==> src/mft_cfg.svh <==
// constants of the dual timer counter block
`ifndef MFT_CFG_SVH
`define MFT_CFG_SVH
// --------------------------------------------------------------------------
// register byte offsets
// --------------------------------------------------------------------------
`define MFT_ADR_CNT1     8'h00
`define MFT_ADR_RCA      8'h04
`define MFT_ADR_RCB      8'h08
`define MFT_ADR_CNT2     8'h0C
`define MFT_ADR_PRESCALE 8'h10
`define MFT_ADR_CLKSEL   8'h14
`define MFT_ADR_MODE     8'h18
`define MFT_ADR_IRQCTL   8'h1C
`define MFT_ADR_IRQCLR   8'h20
// --------------------------------------------------------------------------
// field positions
// --------------------------------------------------------------------------
`define MFT_PA_EDGE_BIT  2
`define MFT_PB_EDGE_BIT  3
`define MFT_PA_FUNC_BIT  4
`define MFT_PB_FUNC_BIT  5
`define MFT_PA_LEVEL_BIT 6
`define MFT_UNIT_ON_BIT  7
`define MFT_IRQ_EN_LSB   4
// --------------------------------------------------------------------------
// reset and fixed values
// --------------------------------------------------------------------------
`define MFT_RST_BYTE     8'h00
`define MFT_PRESET_VAL   16'hFFFF
`define MFT_CLR_READ     8'hFF
`endif

==> src/mft_pkg.sv <==
// types of the dual timer counter block
package mft_pkg;
  typedef enum logic [1:0] {
    MFT_MODE_PWM   = 2'b00,
    MFT_MODE_CAP2  = 2'b01,
    MFT_MODE_DUAL  = 2'b10,
    MFT_MODE_CAP1  = 2'b11
  } mft_mode_t;

  typedef enum logic [2:0] {
    MFT_SRC_NONE   = 3'b000,
    MFT_SRC_PRESC  = 3'b001,
    MFT_SRC_EVENT  = 3'b010,
    MFT_SRC_ACCUM  = 3'b011,
    MFT_SRC_SLOW   = 3'b100
  } mft_src_t;

  typedef struct packed {
    logic        cyc;
    logic        stb;
    logic        we;
    logic [7:0]  adr;
    logic [3:0]  sel;
    logic [31:0] dat;
  } mft_wb_req_t;
endpackage : mft_pkg

==> src/mft_timer.sv <==
// dual timer counter with wishbone register slave
//
// Register access over Wishbone and the placing of the registers are this design's own decisions.
`timescale 1ns/10ps
`include "mft_cfg.svh"
module mft_timer (
  input  wire logic                 core_clk,
  input  wire logic                 rst,
  input  wire mft_pkg::mft_wb_req_t wb_req,
  output logic                      wb_ack_o,
  output logic [31:0]               wb_dat_o,
  input  wire logic                 pin_a_io_in,
  output logic                      pin_a_io_out,
  output logic                      pin_a_io_oe,
  input  wire logic                 pin_b_io_in,
  input  wire logic                 slow_clk_in,
  output logic                      timer_irq_one,
  output logic                      timer_irq_two
);
  // --------------------------------------------------------------------------
  // registers
  // --------------------------------------------------------------------------
  logic [4:0]        prescale_field;
  logic [2:0]        counter_one_source;
  logic [2:0]        counter_two_source;
  logic [15:0]       counter_one_value;
  logic [15:0]       counter_two_value;
  logic [15:0]       reload_capture_a;
  logic [15:0]       reload_capture_b;
  mft_pkg::mft_mode_t mode_field;
  logic              pin_a_edge_sel;
  logic              pin_b_edge_sel;
  logic              pin_a_function_on;
  logic              pin_b_function_on;
  logic              pin_a_level;
  logic              unit_on;
  logic [3:0]        irq_on;
  logic [3:0]        flag;
  logic [4:0]        presc_cnt;
  logic              pwm_phase;

  // --------------------------------------------------------------------------
  // bus decode
  // --------------------------------------------------------------------------
  logic       req;
  logic       wr;
  logic       wr_cnt1;
  logic       wr_cnt2;
  logic       wr_rca;
  logic       wr_rcb;
  logic       wr_presc;
  logic       wr_clksel;
  logic       wr_mode;
  logic       wr_irqctl;
  logic       wr_irqclr;
  logic [7:0] wbyte;
  logic [1:0] lane;

  assign req   = wb_req.cyc & wb_req.stb & ~wb_ack_o;
  assign wr    = req & wb_req.we;
  assign wbyte = wb_req.dat[7:0];
  assign lane  = wb_req.sel[1:0];

  always_comb begin
    wr_cnt1   = 1'b0;
    wr_cnt2   = 1'b0;
    wr_rca    = 1'b0;
    wr_rcb    = 1'b0;
    wr_presc  = 1'b0;
    wr_clksel = 1'b0;
    wr_mode   = 1'b0;
    wr_irqctl = 1'b0;
    wr_irqclr = 1'b0;
    if (wb_req.adr == `MFT_ADR_CNT1) begin
      wr_cnt1 = wr & unit_on;
    end else if (wb_req.adr == `MFT_ADR_CNT2) begin
      wr_cnt2 = wr & unit_on;
    end else if (wb_req.adr == `MFT_ADR_RCA) begin
      wr_rca = wr & unit_on;
    end else if (wb_req.adr == `MFT_ADR_RCB) begin
      wr_rcb = wr & unit_on;
    end else if (wb_req.adr == `MFT_ADR_PRESCALE) begin
      wr_presc = wr & wb_req.sel[0];
    end else if (wb_req.adr == `MFT_ADR_CLKSEL) begin
      wr_clksel = wr & wb_req.sel[0];
    end else if (wb_req.adr == `MFT_ADR_MODE) begin
      wr_mode = wr & wb_req.sel[0];
    end else if (wb_req.adr == `MFT_ADR_IRQCTL) begin
      wr_irqctl = wr & wb_req.sel[0];
    end else if (wb_req.adr == `MFT_ADR_IRQCLR) begin
      wr_irqclr = wr & wb_req.sel[0];
    end
  end

  // --------------------------------------------------------------------------
  // pin and slow clock synchronisers
  // --------------------------------------------------------------------------
  logic [2:0] sync_in;
  logic [2:0] sync_s1;
  logic [2:0] sync_s2;
  logic [2:0] sync_s3;

  assign sync_in = {slow_clk_in, pin_b_io_in, pin_a_io_in};

  genvar gs;
  generate
    for (gs = 0; gs < 3; gs++) begin : g_sync
      always_ff @(posedge core_clk or posedge rst) begin
        if (rst) begin
          sync_s1[gs] <= 1'b0;
          sync_s2[gs] <= 1'b0;
          sync_s3[gs] <= 1'b0;
        end else begin
          sync_s1[gs] <= sync_in[gs];
          sync_s2[gs] <= sync_s1[gs];
          sync_s3[gs] <= sync_s2[gs];
        end
      end
    end
  endgenerate

  logic pa_edge;
  logic pb_edge;
  logic slow_tick;
  logic pb_level_ok;

  assign pa_edge     = pin_a_edge_sel ? (sync_s2[0] & ~sync_s3[0]) : (~sync_s2[0] & sync_s3[0]);
  assign pb_edge     = pin_b_edge_sel ? (sync_s2[1] & ~sync_s3[1]) : (~sync_s2[1] & sync_s3[1]);
  assign pb_level_ok = (sync_s2[1] == pin_b_edge_sel);
  assign slow_tick   = sync_s2[2] & ~sync_s3[2];

  // --------------------------------------------------------------------------
  // prescaler
  // --------------------------------------------------------------------------
  logic presc_tick;

  // a stale count above a newly written field ticks at once instead of wrapping
  assign presc_tick = unit_on & (presc_cnt >= prescale_field);

  always_ff @(posedge core_clk or posedge rst) begin
    if (rst) begin
      presc_cnt <= 5'h0;
    end else if (!unit_on || presc_tick) begin
      presc_cnt <= 5'h0;
    end else begin
      presc_cnt <= presc_cnt + 5'h1;
    end
  end

  // --------------------------------------------------------------------------
  // counter clock selection
  // --------------------------------------------------------------------------
  function automatic logic src_tick(input logic [2:0] src, input logic pt, input logic ev,
                                    input logic lvl, input logic st);
    logic t;
    t = 1'b0;
    case (src)
      mft_pkg::MFT_SRC_PRESC: t = pt;
      mft_pkg::MFT_SRC_EVENT: t = ev;
      mft_pkg::MFT_SRC_ACCUM: t = pt & lvl;
      mft_pkg::MFT_SRC_SLOW:  t = st;
      default:                t = 1'b0;
    endcase
    return t;
  endfunction : src_tick

  logic cap_mode;
  logic c1_tick;
  logic c2_tick;

  // event and accumulate inputs only exist while pin b is not a capture input
  assign cap_mode = (mode_field == mft_pkg::MFT_MODE_CAP2) || (mode_field == mft_pkg::MFT_MODE_CAP1);
  assign c1_tick  = unit_on & src_tick(counter_one_source, presc_tick, pb_edge & ~cap_mode,
                                       pb_level_ok & ~cap_mode, slow_tick);
  assign c2_tick  = unit_on & src_tick(counter_two_source, presc_tick, pb_edge & ~cap_mode,
                                       pb_level_ok & ~cap_mode, slow_tick);

  // --------------------------------------------------------------------------
  // mode events
  // --------------------------------------------------------------------------
  logic c1_uf;
  logic c2_uf;
  logic cap_a;
  logic cap_b1;
  logic cap_b2;
  logic c1_preset;
  logic c2_preset;
  logic reload_mode;
  logic pwm_pin;
  logic [15:0] c1_reload;
  logic [3:0]  hw_ev;

  assign c1_uf       = c1_tick & (counter_one_value == 16'h0000);
  assign c2_uf       = c2_tick & (counter_two_value == 16'h0000);
  assign cap_a       = unit_on & (mode_field == mft_pkg::MFT_MODE_CAP2) & pa_edge;
  assign cap_b1      = unit_on & (mode_field == mft_pkg::MFT_MODE_CAP2) & pb_edge;
  assign cap_b2      = unit_on & (mode_field == mft_pkg::MFT_MODE_CAP1) & pb_edge;
  assign c1_preset   = (cap_a & pin_a_function_on) | (cap_b1 & pin_b_function_on);
  assign c2_preset   = cap_b2 & pin_b_function_on;
  assign reload_mode = (mode_field != mft_pkg::MFT_MODE_CAP2);
  assign pwm_pin     = pin_a_function_on & reload_mode;
  assign c1_reload   = ((mode_field == mft_pkg::MFT_MODE_PWM) && pwm_phase) ? reload_capture_b : reload_capture_a;

  always_comb begin
    hw_ev = 4'h0;
    case (mode_field)
      mft_pkg::MFT_MODE_PWM: begin
        hw_ev[0] = c1_uf & ~pwm_phase;
        hw_ev[1] = c1_uf & pwm_phase;
        hw_ev[3] = c2_uf;
      end
      mft_pkg::MFT_MODE_CAP2: begin
        hw_ev[0] = cap_a;
        hw_ev[1] = cap_b1;
        hw_ev[2] = c1_uf;
        hw_ev[3] = c2_uf;
      end
      mft_pkg::MFT_MODE_DUAL: begin
        hw_ev[0] = c1_uf;
        hw_ev[3] = c2_uf;
      end
      default: begin
        hw_ev[0] = c1_uf;
        hw_ev[1] = cap_b2;
        hw_ev[3] = c2_uf;
      end
    endcase
  end

  always_ff @(posedge core_clk or posedge rst) begin
    if (rst) begin
      pwm_phase <= 1'b0;
    end else if (mode_field != mft_pkg::MFT_MODE_PWM) begin
      pwm_phase <= 1'b0;
    end else if (c1_uf) begin
      pwm_phase <= ~pwm_phase;
    end
  end

  // --------------------------------------------------------------------------
  // count and reload/capture words, kept through reset
  // --------------------------------------------------------------------------
  always_ff @(posedge core_clk) begin
    if (wr_cnt1) begin
      if (lane[0]) counter_one_value[7:0] <= wb_req.dat[7:0];
      if (lane[1]) counter_one_value[15:8] <= wb_req.dat[15:8];
    end else if (c1_preset) begin
      counter_one_value <= `MFT_PRESET_VAL;
    end else if (c1_tick) begin
      counter_one_value <= c1_uf ? (reload_mode ? c1_reload : `MFT_PRESET_VAL) : counter_one_value - 16'h1;
    end
  end

  always_ff @(posedge core_clk) begin
    if (wr_cnt2) begin
      if (lane[0]) counter_two_value[7:0] <= wb_req.dat[7:0];
      if (lane[1]) counter_two_value[15:8] <= wb_req.dat[15:8];
    end else if (c2_preset) begin
      counter_two_value <= `MFT_PRESET_VAL;
    end else if (c2_tick) begin
      counter_two_value <= c2_uf ? ((mode_field == mft_pkg::MFT_MODE_DUAL) ? reload_capture_b : `MFT_PRESET_VAL)
                                 : counter_two_value - 16'h1;
    end
  end

  always_ff @(posedge core_clk) begin
    if (wr_rca) begin
      if (lane[0]) reload_capture_a[7:0] <= wb_req.dat[7:0];
      if (lane[1]) reload_capture_a[15:8] <= wb_req.dat[15:8];
    end else if (cap_a) begin
      reload_capture_a <= counter_one_value;
    end
  end

  always_ff @(posedge core_clk) begin
    if (wr_rcb) begin
      if (lane[0]) reload_capture_b[7:0] <= wb_req.dat[7:0];
      if (lane[1]) reload_capture_b[15:8] <= wb_req.dat[15:8];
    end else if (cap_b1) begin
      reload_capture_b <= counter_one_value;
    end else if (cap_b2) begin
      reload_capture_b <= counter_two_value;
    end
  end

  // --------------------------------------------------------------------------
  // control registers
  // --------------------------------------------------------------------------
  always_ff @(posedge core_clk or posedge rst) begin
    if (rst) begin
      prescale_field     <= 5'h0;
      counter_one_source <= 3'h0;
      counter_two_source <= 3'h0;
    end else begin
      if (wr_presc) prescale_field <= wbyte[4:0];
      if (wr_clksel) begin
        counter_one_source <= wbyte[2:0];
        counter_two_source <= wbyte[5:3];
      end
    end
  end

  always_ff @(posedge core_clk or posedge rst) begin
    if (rst) begin
      mode_field        <= mft_pkg::MFT_MODE_PWM;
      pin_a_edge_sel    <= 1'b0;
      pin_b_edge_sel    <= 1'b0;
      pin_a_function_on <= 1'b0;
      pin_b_function_on <= 1'b0;
      unit_on           <= 1'b0;
    end else if (wr_mode) begin
      mode_field        <= mft_pkg::mft_mode_t'(wbyte[1:0]);
      pin_a_edge_sel    <= wbyte[`MFT_PA_EDGE_BIT];
      pin_b_edge_sel    <= wbyte[`MFT_PB_EDGE_BIT];
      pin_a_function_on <= wbyte[`MFT_PA_FUNC_BIT];
      pin_b_function_on <= wbyte[`MFT_PB_FUNC_BIT];
      unit_on           <= wbyte[`MFT_UNIT_ON_BIT];
    end
  end

  always_ff @(posedge core_clk or posedge rst) begin
    if (rst) begin
      pin_a_level <= 1'b0;
    end else if (wr_mode) begin
      pin_a_level <= wbyte[`MFT_PA_LEVEL_BIT];
    end else if (c1_uf && pwm_pin) begin
      pin_a_level <= ~pin_a_level;
    end
  end

  // --------------------------------------------------------------------------
  // interrupt enables and pending flags
  // --------------------------------------------------------------------------
  always_ff @(posedge core_clk or posedge rst) begin
    if (rst) begin
      irq_on <= 4'h0;
    end else if (wr_irqctl) begin
      irq_on <= wbyte[7:4];
    end
  end

  genvar gf;
  generate
    for (gf = 0; gf < 4; gf++) begin : g_flag
      logic sw_set;
      logic sw_clr;
      assign sw_set = wr_irqctl & unit_on & wbyte[gf];
      assign sw_clr = wr_irqclr & wbyte[gf];
      always_ff @(posedge core_clk or posedge rst) begin
        if (rst) begin
          flag[gf] <= 1'b0;
        end else if (!unit_on) begin
          flag[gf] <= 1'b0;
        end else begin
          flag[gf] <= (flag[gf] & ~sw_clr) | hw_ev[gf] | sw_set;
        end
      end
    end
  endgenerate

  // --------------------------------------------------------------------------
  // outputs
  // --------------------------------------------------------------------------
  always_ff @(posedge core_clk or posedge rst) begin
    if (rst) begin
      timer_irq_one <= 1'b0;
      timer_irq_two <= 1'b0;
    end else begin
      timer_irq_one <= |(flag[2:0] & irq_on[2:0]);
      timer_irq_two <= flag[3] & irq_on[3];
    end
  end

  assign pin_a_io_out = pin_a_level;

  always_ff @(posedge core_clk or posedge rst) begin
    if (rst) begin
      pin_a_io_oe <= 1'b0;
    end else begin
      pin_a_io_oe <= unit_on & pwm_pin;
    end
  end

  // --------------------------------------------------------------------------
  // read data and acknowledge
  // --------------------------------------------------------------------------
  logic [31:0] rdata;

  always_comb begin
    rdata = 32'h0000_0000;
    if (wb_req.adr == `MFT_ADR_CNT1) begin
      rdata[15:0] = counter_one_value;
    end else if (wb_req.adr == `MFT_ADR_CNT2) begin
      rdata[15:0] = counter_two_value;
    end else if (wb_req.adr == `MFT_ADR_RCA) begin
      rdata[15:0] = reload_capture_a;
    end else if (wb_req.adr == `MFT_ADR_RCB) begin
      rdata[15:0] = reload_capture_b;
    end else if (wb_req.adr == `MFT_ADR_PRESCALE) begin
      rdata[4:0] = prescale_field;
    end else if (wb_req.adr == `MFT_ADR_CLKSEL) begin
      rdata[5:0] = {counter_two_source, counter_one_source};
    end else if (wb_req.adr == `MFT_ADR_MODE) begin
      rdata[7:0] = {unit_on, pin_a_level, pin_b_function_on, pin_a_function_on,
                    pin_b_edge_sel, pin_a_edge_sel, mode_field};
    end else if (wb_req.adr == `MFT_ADR_IRQCTL) begin
      rdata[7:0] = {irq_on, flag};
    end else if (wb_req.adr == `MFT_ADR_IRQCLR) begin
      rdata[7:0] = `MFT_CLR_READ;
    end
  end

  always_ff @(posedge core_clk or posedge rst) begin
    if (rst) begin
      wb_ack_o <= 1'b0;
      wb_dat_o <= 32'h0000_0000;
    end else begin
      wb_ack_o <= req;
      if (req && !wb_req.we) wb_dat_o <= rdata;
    end
  end
endmodule : mft_timer

==> config.mk <==
export PLATFORM = sky130hd
export DESIGN_NAME = mft_timer
export DESIGN_NICKNAME = d
export VERILOG_FILES = /design/src/mft_pkg.sv /design/src/mft_timer.sv
export VERILOG_INCLUDE_DIRS = /design/src /design/src/src
export SDC_FILE = /design/constraint.sdc
export NUM_CORES = 1
export LEC_CHECK = 0
export BUFFER_PORTS_ARGS = -buffer_cell sky130_fd_sc_hd__clkbuf_2
export CORE_MARGIN = 3
export CORE_UTILIZATION = 54
export DETAILED_ROUTE_END_ITERATION = 6
export PLACE_DENSITY = 0.81
export SETUP_SLACK_MARGIN = 0.5
export SLEW_MARGIN = 15
export SYNTH_ARGS = -nofsm -noshare
export SYNTH_HDL_FRONTEND = slang
export SYNTH_SLANG_ARGS = --single-unit
==> constraint.sdc <==
create_clock -name core_clk -period 2.5 [get_ports core_clk]
set_input_delay 0.5 -clock core_clk [delete_from_list [all_inputs] [get_ports core_clk]]
set_output_delay 0.5 -clock core_clk [all_outputs]
set_load 0.01 [all_outputs]
==> results.txt, run 1 <==
Clock power frac - 33.3%
H-Tree Level Count - 4
Period Utilization, post-route - 105%
Avg Cell Area, Syn - 9.65 µm²
Detailed Place HPWL - 17.8 mm
global-route wire length before repair - 41.9 mm
WL/cell - 28.2 µm
via/cell ratio - 7.31
Synth top area share - 24.8%
violated checks - design-rule violations, negative setup slack
FF+latch area - 0.00348 mm²
Adder-Cell Fraction of Synth Area - 1.29%
worst-skew pair later-pin latency - 0.44 ns
Compound-Gate Fraction of Synth Area - 18.6%
DRT iter0 DRCs - 1,888
gpl congestion - 1.01
ys async rst share - 49.2%
vias - 8,536
hold_buf cts - 0
Crit Path Max Fanout - 5
Crit path arrival time - 2.94 ns
Synth Flop Type - edfxtp_1
Sequential Power Share - 37.0%
CTS Sinks - 126
Mapped Cells - 802
WS Path Type - flop to flop
RR Startpoint - counter_one_value[0]$_DFFE_PP_
# DRC - 120
path category of the worst min-delay check - input port to asynchronous set/reset pin
Yosys reg bits - 126
PwrDens - 732 mW/mm²
CTS Buffer Depth - 2
P_leak - 4.38 nW
largest net degree at the start of global routing - 31
diode count - 0
CTS buffer count - 17
Root Driver - clkbuf_16
status - complete, but fails checks
global route total overflow - 0
IO Port Bufs - 54
Crit path required time - 2.82 ns
Int Pwr - 5.14 mW
Post-synth top cells - 98 x nand2_1, 87 x nor2_1, 64 x edfxtp_1, 62 x dfrtp_1, 60 x o21ai_0
placed cell areas - 0.00893 mm²
Setup Skew - 0.0124 ns
VDD IR-drop max - 0.000585 V
clock tree from TritonCTS - done
Post-synth EDFFs - 64
RSZ-0062 raised after global routing - true
Max Clk Rate - 381 MHz
most common cell in the netlist - nand2_1
Yosys top cell by area - edfxtp_1
Syn-to-layout area delta - 36.3%
slew at the pin with the worst max-slew slack - 0.666 ns
sequential area share after synthesis - 44.9%
slew margin rel. - 55.4%
Setup crit start kind - flop
final WL - 32.9 mm
switching fraction of total power - 33.4%
max_cap viols - 0
area of the core - 0.0139 mm²
num ports - 89
Pre-antenna DRT Iters - 7
post-synth cell types - 82
min cycle time layout - 2.62 ns
GRT Total Usage - 34.2%
Clock transition at path regs - 0.07 ns
Multi-input gate area - 0.00461 mm²
Final nets - 1,034
Initial Utilization - 55.5%
mux share of post-synthesis cell area - 8.02%
Final ANT Viol Nets - 0
ranking of synthesized cells by area - edfxtp_1 25%, dfrtp_1 20%, nand2_1 4.8%, mux2_2 4.2%, nor2_1 4.2%
Critical Path Start - counter_one_value[0]$_DFFE_PP_
die area - 0.0158 mm²
vias in the first global route - 7,447
Core Util, Final - 75.7%
largest family of logic cells by synthesized area - simple AND/OR/NAND/NOR gates
cell area after synthesis - 0.00774 mm²
YS warnings - 0
# rows - 43
share of cells above drive strength 1 - 39.7%
Final setup viols - 12
Filler cells - 781
post-route cell area - 0.0105 mm²
simple-gate share of the synthesized area - 18.8%
Sw Pwr - 2.58 mW
initial antenna violation count - 0
Die Height - 126 µm
Post-Synth XOR/XNOR Area - 3.17%
Gate power share - 29.7%
final setup margin - -0.123 ns
Die Span X - 126 µm
crit end category - flop
Fin. Hold Viols - 0
Final Max Slew Viols - 0
==> sequential cells by signal (all words and copies together), names as in the netlist, 2 cells and up <==
name	cells
counter_one_value	16
reload_capture_b	16
sync_s2	3
counter_two_source	3
mode_field	2
flag	4
reload_capture_a	16
sync_s3	3
sync_s1	3
counter_two_value	16
presc_cnt	5
wb_dat_o	16
counter_one_source	3
irq_on	4
prescale_field	5
==> cell families after synthesis <==
kind of cell    Yosys count
simple gates            290
compound gates          213
flops                   126
buf+inv                  78
fa+ha+maj                 8
other cells               1
xor+xnor                 28
mux                      58
==> repair_timing <==
action                                  in CTS  in global routing
pin swaps                                   23                 25
buffers inserted                            24                 13
gates resized for setup                     69                 73
gates cloned                                 4                  1
endpoints found under the setup margin     137                146
==> per-stage QoR <==
| stage | hold WS [ns] | power [mW] | setup slack [ns] | setup TNS, ns | std cells |
|---|---|---|---|---|---|
| 6_report | 0.0325 | 7.72 | -0.123 | -0.304 | 1167 |
| 5_1_grt | 0.0586 | 7.85 | -0.0980 | -0.925 | 1167 |
| 4_1_cts | 0.0557 | 7.21 | 0.0716 | 0 | 1153 |
| 3_5_place_dp | 0.342 | 4.59 | -0.0801 | -0.774 | 1093 |
| 3_3_place_gp | 0.334 | 4.53 | -0.0327 | -0.104 | 1093 |
| 2_1_floorplan | 0.331 | 3.86 | 0.115 | 0 | 817 |
==> power by group through the flow <==
stage | clock [mW] | combinational [mW] | sequential (mW)
after floorplan | 0 | 0.995 | 2.87
after global placement | 0 | 1.72 | 2.82
after detailed placement | 0 | 1.76 | 2.83
after CTS | 2.50 | 1.90 | 2.81
after global routing | 2.63 | 2.35 | 2.86
final | 2.57 | 2.29 | 2.86
==> worst max-delay path, cell delays in order (launching register included) <==
cell      delay [ns]
edfxtp_1        0.42
inv_1           0.11
ha_1            0.19
nand3b_1        0.13
nand2b_4        0.21
nor3_4          0.31
o211ai_4        0.20
buf_12          0.18
buf_8           0.12
or3_1           0.33
a31oi_1         0.30
==> metal layers <==
metal / wire length (µm) / GRT usage [%] / up-vias
li1: - / - / 3262
met1: 10900 / 45.8 / 3855
met2: 13600 / 51.7 / 1045
met3: 5460 / 9.75 / 374
met4: 2920 / 15.9 / 0
met5: 0 / 0 / -
==> worst paths after layout <==
check | endpoint | slack (ns) | cells after the start
worst max-delay path | pin_a_io_out$_DFFE_PP0P_ | -0.12 | 10
worst min-delay path | pin_a_io_out$_DFFE_PP0P_ | 0.03 | 2
worst max register to register | pin_a_io_out$_DFFE_PP0P_ | -0.12 | 10
worst min register to register | sync_s2[0]$_DFF_PP0_ | 0.35 | 0
max in group asynchronous | pin_b_edge_sel$_DFFE_PP0P_ | 1.77 | 3
min in group core_clk | sync_s1[0]$_DFF_PP0_ | 0.17 | 1
==> layout make-up <==
type / count / area share (%)
Clock buffer: 20 / 4.54
Clock inverter: 12 / 1.10
Inverter: 20 / 0.747
Multi-Input combinational cell: 613 / 43.7
Sequential cell: 126 / 33.0
Tap cell: 180 / 2.14
Timing Repair Buffer: 196 / 14.8
==> cell usage in the layout (no fill, tap or decap), drive strengths merged, types with 7 or more instances in the layout <==
master	Yosys	routed
nor2	91	91
o22ai	8	8
nand2	100	100
a31oi	16	16
a21boi	10	10
dfrtp	62	62
mux2	32	32
ha	8	8
a21o	12	12
nand3	15	15
xor2	14	14
inv	20	27
or3	11	11
o21ai	66	66
a211oi	11	11
a21oi	43	43
mux2i	26	26
a221oi	7	7
buf	26	141
edfxtp	64	64
xnor2	14	14
clkbuf	32	75
nor3	26	26
conb	1	16
Note: power is estimated with default switching activity, not from simulation.
==> inputs of run 2 (changes only) <==
--- a/config.mk
+++ b/config.mk
@@ -12,6 +12,7 @@
 export DETAILED_ROUTE_END_ITERATION = 6
 export PLACE_DENSITY = 0.81
 export SETUP_SLACK_MARGIN = 0.5
+export SKIP_CTS_REPAIR_TIMING = 1
 export SLEW_MARGIN = 15
 export SYNTH_ARGS = -nofsm -noshare
 export SYNTH_HDL_FRONTEND = slang
==> run 2 against run 1 <==
  * First-iteration DRC count shrank 21%
  * Utilization shrank 1.8 points
  * Clock skew shrank 0.0046 ns
  * The run still ends with design-rule violations, negative setup slack left
  * Via count shrank 6.3%
  * Combinational power shrank 3%
  * Highest routed layer unchanged
  * Largest power group unchanged
  * Global-route usage shrank 3.4 points
  * Sequential share of layout area grew 0.80 points
==> results.txt, run 2 (synthesis results as in run 1) <==
status - complete, but fails checks
violated checks - design-rule violations, negative setup slack
global-route wire length before repair - 38.0 mm (-9.3%)
PwrDens - 738 mW/mm² (+0.73%)
CP peak stage delay - 0.59 ns (+0.17 ns)
H-Tree Level Count - 4 (unchanged)
Die Height - 126 µm (unchanged)
WS Path Type - flop to flop
Root Driver - clkbuf_16
commonest non-fill, non-tap cell in the layout - buf_4
final setup margin - -0.138 ns (-0.0148 ns)
slew at the pin with the worst max-slew slack - 0.524 ns (-0.143 ns)
CTS buffer count - 17 (unchanged)
area of the core - 0.0139 mm² (unchanged)
max_cap viols - 0 (unchanged)
cells along the critical path - or4_4 -> nor3_4 -> o211ai_4 -> buf_4 -> nor3_4 -> buf_12 -> a31oi_2
DRT iter0 DRCs - 1,487 (-21%)
die area - 0.0158 mm² (unchanged)
# rows - 43 (unchanged)
CTS Buffer Depth - 2 (unchanged)
CTS Sinks - 126 (unchanged)
slowest stage cell, crit path - or4_4
VDD IR-drop max - 0.000577 V (-1.4%)
Setup crit start kind - flop
Detailed Place HPWL - 17.8 mm (unchanged)
Core Util, Final - 73.9% (-1.8 points)
path category of the worst min-delay check - input port to asynchronous set/reset pin
Crit path arrival time - 2.80 ns (-0.14 ns)
diode count - 0 (unchanged)
Syn-to-layout area delta - 33.0%
Buf+Inv Stages, Crit Path - 2 (-1)
most frequent cells in the layout - 106 x buf_4, 91 x nand2_1, 77 x nor2_1, 64 x edfxtp_1, 60 x dfrtp_1
Crit Reg-Reg Endpoint - counter_one_value[4]$_DFFE_PP_
largest net degree at the start of global routing - 31 (unchanged)
num ports - 89 (unchanged)
GRT Total Usage - 30.8% (-3.4 points)
P_leak - 4.29 nW (-2.2%)
gpl congestion - 1.01 (unchanged)
crit end category - flop
Final nets - 1,019 (-1.5%)
met2 WL - 12.4 mm (-9.1%)
Final Max Slew Viols - 0 (unchanged)
WL met3 - 4.54 mm (-17%)
M1 WL - 9.90 mm (-9.1%)
min cycle time layout - 2.64 ns (+0.0148 ns)
Register-to-Register Path Depth - 7 (-3)
flop-to-flop setup slack - -0.14 ns (about the same)
via/cell ratio - 6.94 (-5.1%)
Die Span X - 126 µm (unchanged)
clock tree from TritonCTS - done
RR Startpoint - counter_one_value[12]$_DFFE_PP_
share of cells above drive strength 1 - 37.3% (-2.4 points)
Period Utilization, post-route - 106% (+0.59 points)
top layer in use - met4
Final ANT Viol Nets - 0 (unchanged)
cell family with most CP delay - simple AND/OR/NAND/NOR gates
Final setup viols - 13 (+1)
Crit path required time - 2.67 ns (-0.15 ns)
Max Clk Rate - 379 MHz (-0.56%)
# DRC - 59 (-51%)
Final Non-Filler Cells - 1,152 (-1.3%)
IO Port Bufs - 54 (unchanged)
CP dominant cell by count - nor3_4
vias - 7,999 (-6.3%)
Pre-antenna DRT Iters - 7 (unchanged)
Clock transition at path regs - 0.06 ns (about the same)
Fin. Hold Viols - 0 (unchanged)
Initial Utilization - 55.5% (unchanged)
Final TNS setup - -1.33 ns (-1.02 ns)
Setup Skew - 0.00781 ns (-0.00461 ns)
Placed Cells - 1,093 (unchanged)
worst-skew pair later-pin latency - 0.42 ns (-0.02 ns)
RSZ-0062 raised after global routing - true
slew margin rel. - 65.0% (+9.6 points)
global route total overflow - 0 (unchanged)
vias in the first global route - 6,805 (-8.6%)
Crit Path Max Fanout - 13 (+8)
WL/cell - 25.3 µm (-10%)
initial antenna violation count - 0 (unchanged)
final WL - 29.2 mm (-11%)
## run 2: cell types whose count changed in the layout (fill, tap and decap cells not counted), sizes merged
cell    previous run  this run
buf              141       123
clkbuf            75        78
## run 2: report_power, final
group,leakage [nW],internal [mW],switching (mW)
logic,2.63,1.01,1.20
clock network,0.294,1.51,1.02
registers,1.37,2.61,0.243
total,4.29,5.13,2.46
## run 2: worst max path at each step
stage                                            to                            start  depth (start not counted)
floorplan            counter_one_value[0]$_DFFE_PP_                       wb_req[42]                          9
global placement     counter_one_value[4]$_DFFE_PP_    prescale_field[0]$_DFFE_PP0P_                          8
detailed placement  counter_one_value[12]$_DFFE_PP_    prescale_field[0]$_DFFE_PP0P_                          8
CTS                  counter_one_value[6]$_DFFE_PP_   counter_one_value[4]$_DFFE_PP_                          7
global route         counter_one_value[4]$_DFFE_PP_  counter_one_value[12]$_DFFE_PP_                          7
finish               counter_one_value[4]$_DFFE_PP_  counter_one_value[12]$_DFFE_PP_                          7
## run 2: final cells by class
type,count,area (µm²)
clock buffers,20,479
inverters,20,78.8
multi-input cells,613,4500
clock inverters,12,116
flip-flops and latches,126,3480
fillers,813,3640
well taps,180,225
repair buffers,181,1410
## run 2: stage by stage
stage	area (µm²)	worst slack [ns]	hold WS, ns	total power, mW
final	10300	-0.138	0.0533	7.59
after global routing	10300	-0.112	0.0779	7.78
after CTS	9530	-0.162	0.0557	7.08
after detailed placement	8930	-0.0801	0.342	4.59
after global placement	8930	-0.0327	0.334	4.53
after floorplan	8020	0.115	0.331	3.86
## run 2: layer usage
metal  vias to the layer above  global-route usage, %
li1                       3235                      -
met1                      3678                   43.7
met2                       820                   45.9
met3                       266                   7.63
met4                         0                   11.9
met5                         -                      0
==> inputs of run 3 (changes only) <==
--- a/config.mk
+++ b/config.mk
@@ -7,8 +7,11 @@
 export NUM_CORES = 1
 export LEC_CHECK = 0
 export BUFFER_PORTS_ARGS = -buffer_cell sky130_fd_sc_hd__clkbuf_2
+export CAP_MARGIN = 20
+export CELL_PAD_IN_SITES_DETAIL_PLACEMENT = 1
+export CELL_PAD_IN_SITES_GLOBAL_PLACEMENT = 1
 export CORE_MARGIN = 3
-export CORE_UTILIZATION = 54
+export CORE_UTILIZATION = 42
 export DETAILED_ROUTE_END_ITERATION = 6
 export PLACE_DENSITY = 0.81
 export SETUP_SLACK_MARGIN = 0.5
==> run 3 against run 2 <==
  * The run ends with negative setup slack left
  * Worst setup slack got worse by 0.0020 ns
  * Clock skew increased by 0.0030 ns
  * Register-to-register slack about the same
  * Count of clock-buffer cells in the layout shrank 1
  * Global-route usage down 1.3 points
  * Critical path depth rose by 3
  * Clock power about the same
  * Critical endpoint is now counter_one_value[10]$_DFFE_PP_
  * Largest cell class unchanged
  * Largest power group unchanged
==> results.txt, run 3 (synthesis results as in run 1) <==
final WL - 40.6 mm (+39%)
Crit path required time - 2.70 ns (+0.03 ns)
Max Clk Rate - 379 MHz (about the same)
# rows - 49 (+14%)
Setup crit start kind - flop
Multi-input gate area - 0.00474 mm² (+5.2%)
placed cell areas - 0.00908 mm² (+1.7%)
crit end category - flop
global-route wire length before repair - 44.8 mm (+18%)
share of cells above drive strength 1 - 40.9% (+3.6 points)
Pre-antenna DRT Iters - 7 (unchanged)
Final nets - 1,054 (+3.4%)
Setup Skew - 0.0108 ns (+0.00300 ns)
Final ANT Viol Nets - 0 (unchanged)
clock tree from TritonCTS - done
H-Tree Level Count - 4 (unchanged)
Fin. Hold Viols - 0 (unchanged)
die area - 0.0201 mm² (+27%)
num ports - 89 (unchanged)
WS Path Type - flop to flop
max_cap viols - 0 (unchanged)
Detailed Place HPWL - 20.8 mm (+17%)
Pwr Total - 7.95 mW (+4.7%)
status - complete, but fails checks
CTS Sinks - 126 (unchanged)
Crit path arrival time - 2.84 ns (+0.04 ns)
Die Span X - 142 µm (+13%)
Final Max Slew Viols - 0 (unchanged)
Period Utilization, post-route - 106% (about the same)
most frequent cells in the layout - 114 x buf_4, 90 x nand2_1, 75 x nor2_1, 64 x edfxtp_1, 57 x dfrtp_1
CTS Buffer Depth - 2 (unchanged)
flop-to-flop setup slack - -0.14 ns (about the same)
area of the core - 0.0180 mm² (+29%)
WL/cell - 32.8 µm (+30%)
# DRC - 0 (-100%)
Core Util, Final - 60.8% (-13 points)
GRT Total Usage - 29.5% (-1.3 points)
largest net degree at the start of global routing - 63 (+100%)
vias in the first global route - 7,458 (+9.6%)
Final TNS setup - -1.37 ns (-0.0400 ns)
WHS - 0.126 ns (+0.0725 ns)
path category of the worst min-delay check - input port to asynchronous set/reset pin
violated checks - negative setup slack
FF+latch area - 0.00348 mm² (+0.11%)
Syn-to-layout area delta - 41.6%
RSZ-0062 raised after global routing - true
Initial Utilization - 42.9% (-13 points)
worst slack, placed - -0.205 ns (-0.125 ns)
Clock transition at path regs - 0.06 ns (about the same)
commonest non-fill, non-tap cell in the layout - buf_4
Filler cells - 1,927 (+140%)
Root Driver - clkbuf_16
Register-to-Register Path Depth - 10 (+3)
initial antenna violation count - 1 (+1)
min cycle time layout - 2.64 ns (+0.00199 ns)
RR Startpoint - prescale_field[2]$_DFFE_PP0P_
slew margin rel. - 60.4% (-4.6 points)
worst-skew pair later-pin latency - 0.45 ns (+0.03 ns)
slew at the pin with the worst max-slew slack - 0.591 ns (+0.0679 ns)
gpl congestion - 0.936 (-7.0%)
VDD IR-drop max - 0.000497 V (-14%)
post-route cell area - 0.0110 mm² (+6.4%)
Crit Path Max Fanout - 5 (-8)
vias - 8,726 (+9.1%)
Placed Cells - 1,152 (+5.4%)
global route total overflow - 0 (unchanged)
via/cell ratio - 7.05 (+1.6%)
Final setup viols - 22 (+9)
PwrDens - 726 mW/mm² (-1.6%)
Crit Reg-Reg Endpoint - counter_one_value[10]$_DFFE_PP_
DRT iter0 DRCs - 1,262 (-15%)
CTS buffer count - 17 (unchanged)
P_leak - 4.55 nW (+6.1%)
Final Non-Filler Cells - 1,237 (+7.4%)
Die Height - 142 µm (+13%)
IO Port Bufs - 54 (unchanged)
final setup margin - -0.140 ns (-0.00199 ns)
-- run 3: changes by cell type in the layout (fill, tap and decap cells not counted), sizes merged --
| cell | previous run | this run |
|---|---|---|
| buf | 123 | 156 |
| clkinv | 2 | 8 |
| inv | 27 | 23 |
| clkinvlp | 2 | 1 |
| diode | 0 | 1 |
| nor2 | 91 | 92 |
-- run 3: where the power goes --
part           switching (mW)  total (mW)  leakage (nW)  internal, mW
Clock                    1.09        2.55         0.291          1.45
Sequential              0.279        2.89          1.37          2.61
Combinational            1.45        2.52          2.89          1.07
Total                    2.82        7.95          4.55          5.13
-- run 3: worst max-delay path, cell delays in order (launching register included) --
cell      delay [ns]
dfrtp_1         0.40
inv_2           0.08
ha_4            0.20
a21o_1          0.19
a31oi_4         0.24
o211ai_1        0.12
a32o_2          0.31
o211ai_4        0.33
buf_6           0.18
nor3_2          0.04
o32a_1          0.30
-- run 3: area by class of cell --
type	count	area share, %
Sequential cell	126	31.8
Multi-Input combinational cell	614	43.2
Antenna cell	1	0.0228
Clock inverter	13	1.00
Tap cell	229	2.62
Clock buffer	19	4.24
Timing Repair Buffer	215	16.4
Inverter	20	0.719
-- run 3: worst max-delay path by stage --
stage	start	endpoint	slack, ns	cells after the start
CTS	prescale_field[0]$_DFFE_PP0P_	counter_two_value[2]$_DFFE_PP_	-0.22	9
floorplan	wb_req[42]	counter_one_value[0]$_DFFE_PP_	0.11	9
global placement	prescale_field[0]$_DFFE_PP0P_	counter_two_value[2]$_DFFE_PP_	-0.11	9
finish	prescale_field[2]$_DFFE_PP0P_	counter_one_value[10]$_DFFE_PP_	-0.14	10
detailed placement	prescale_field[0]$_DFFE_PP0P_	counter_two_value[2]$_DFFE_PP_	-0.21	9
global route	prescale_field[2]$_DFFE_PP0P_	counter_one_value[10]$_DFFE_PP_	-0.18	10
-- run 3: routing by layer --
metal	wire (µm)	part of all wire, %	up-vias	global-route usage [%]
li1	-	-	3303	-
met1	14600	36	4251	40.4
met2	17700	44	865	46.6
met3	5060	12	307	6.10
met4	3270	8.1	0	10.3
met5	0	0	-	0
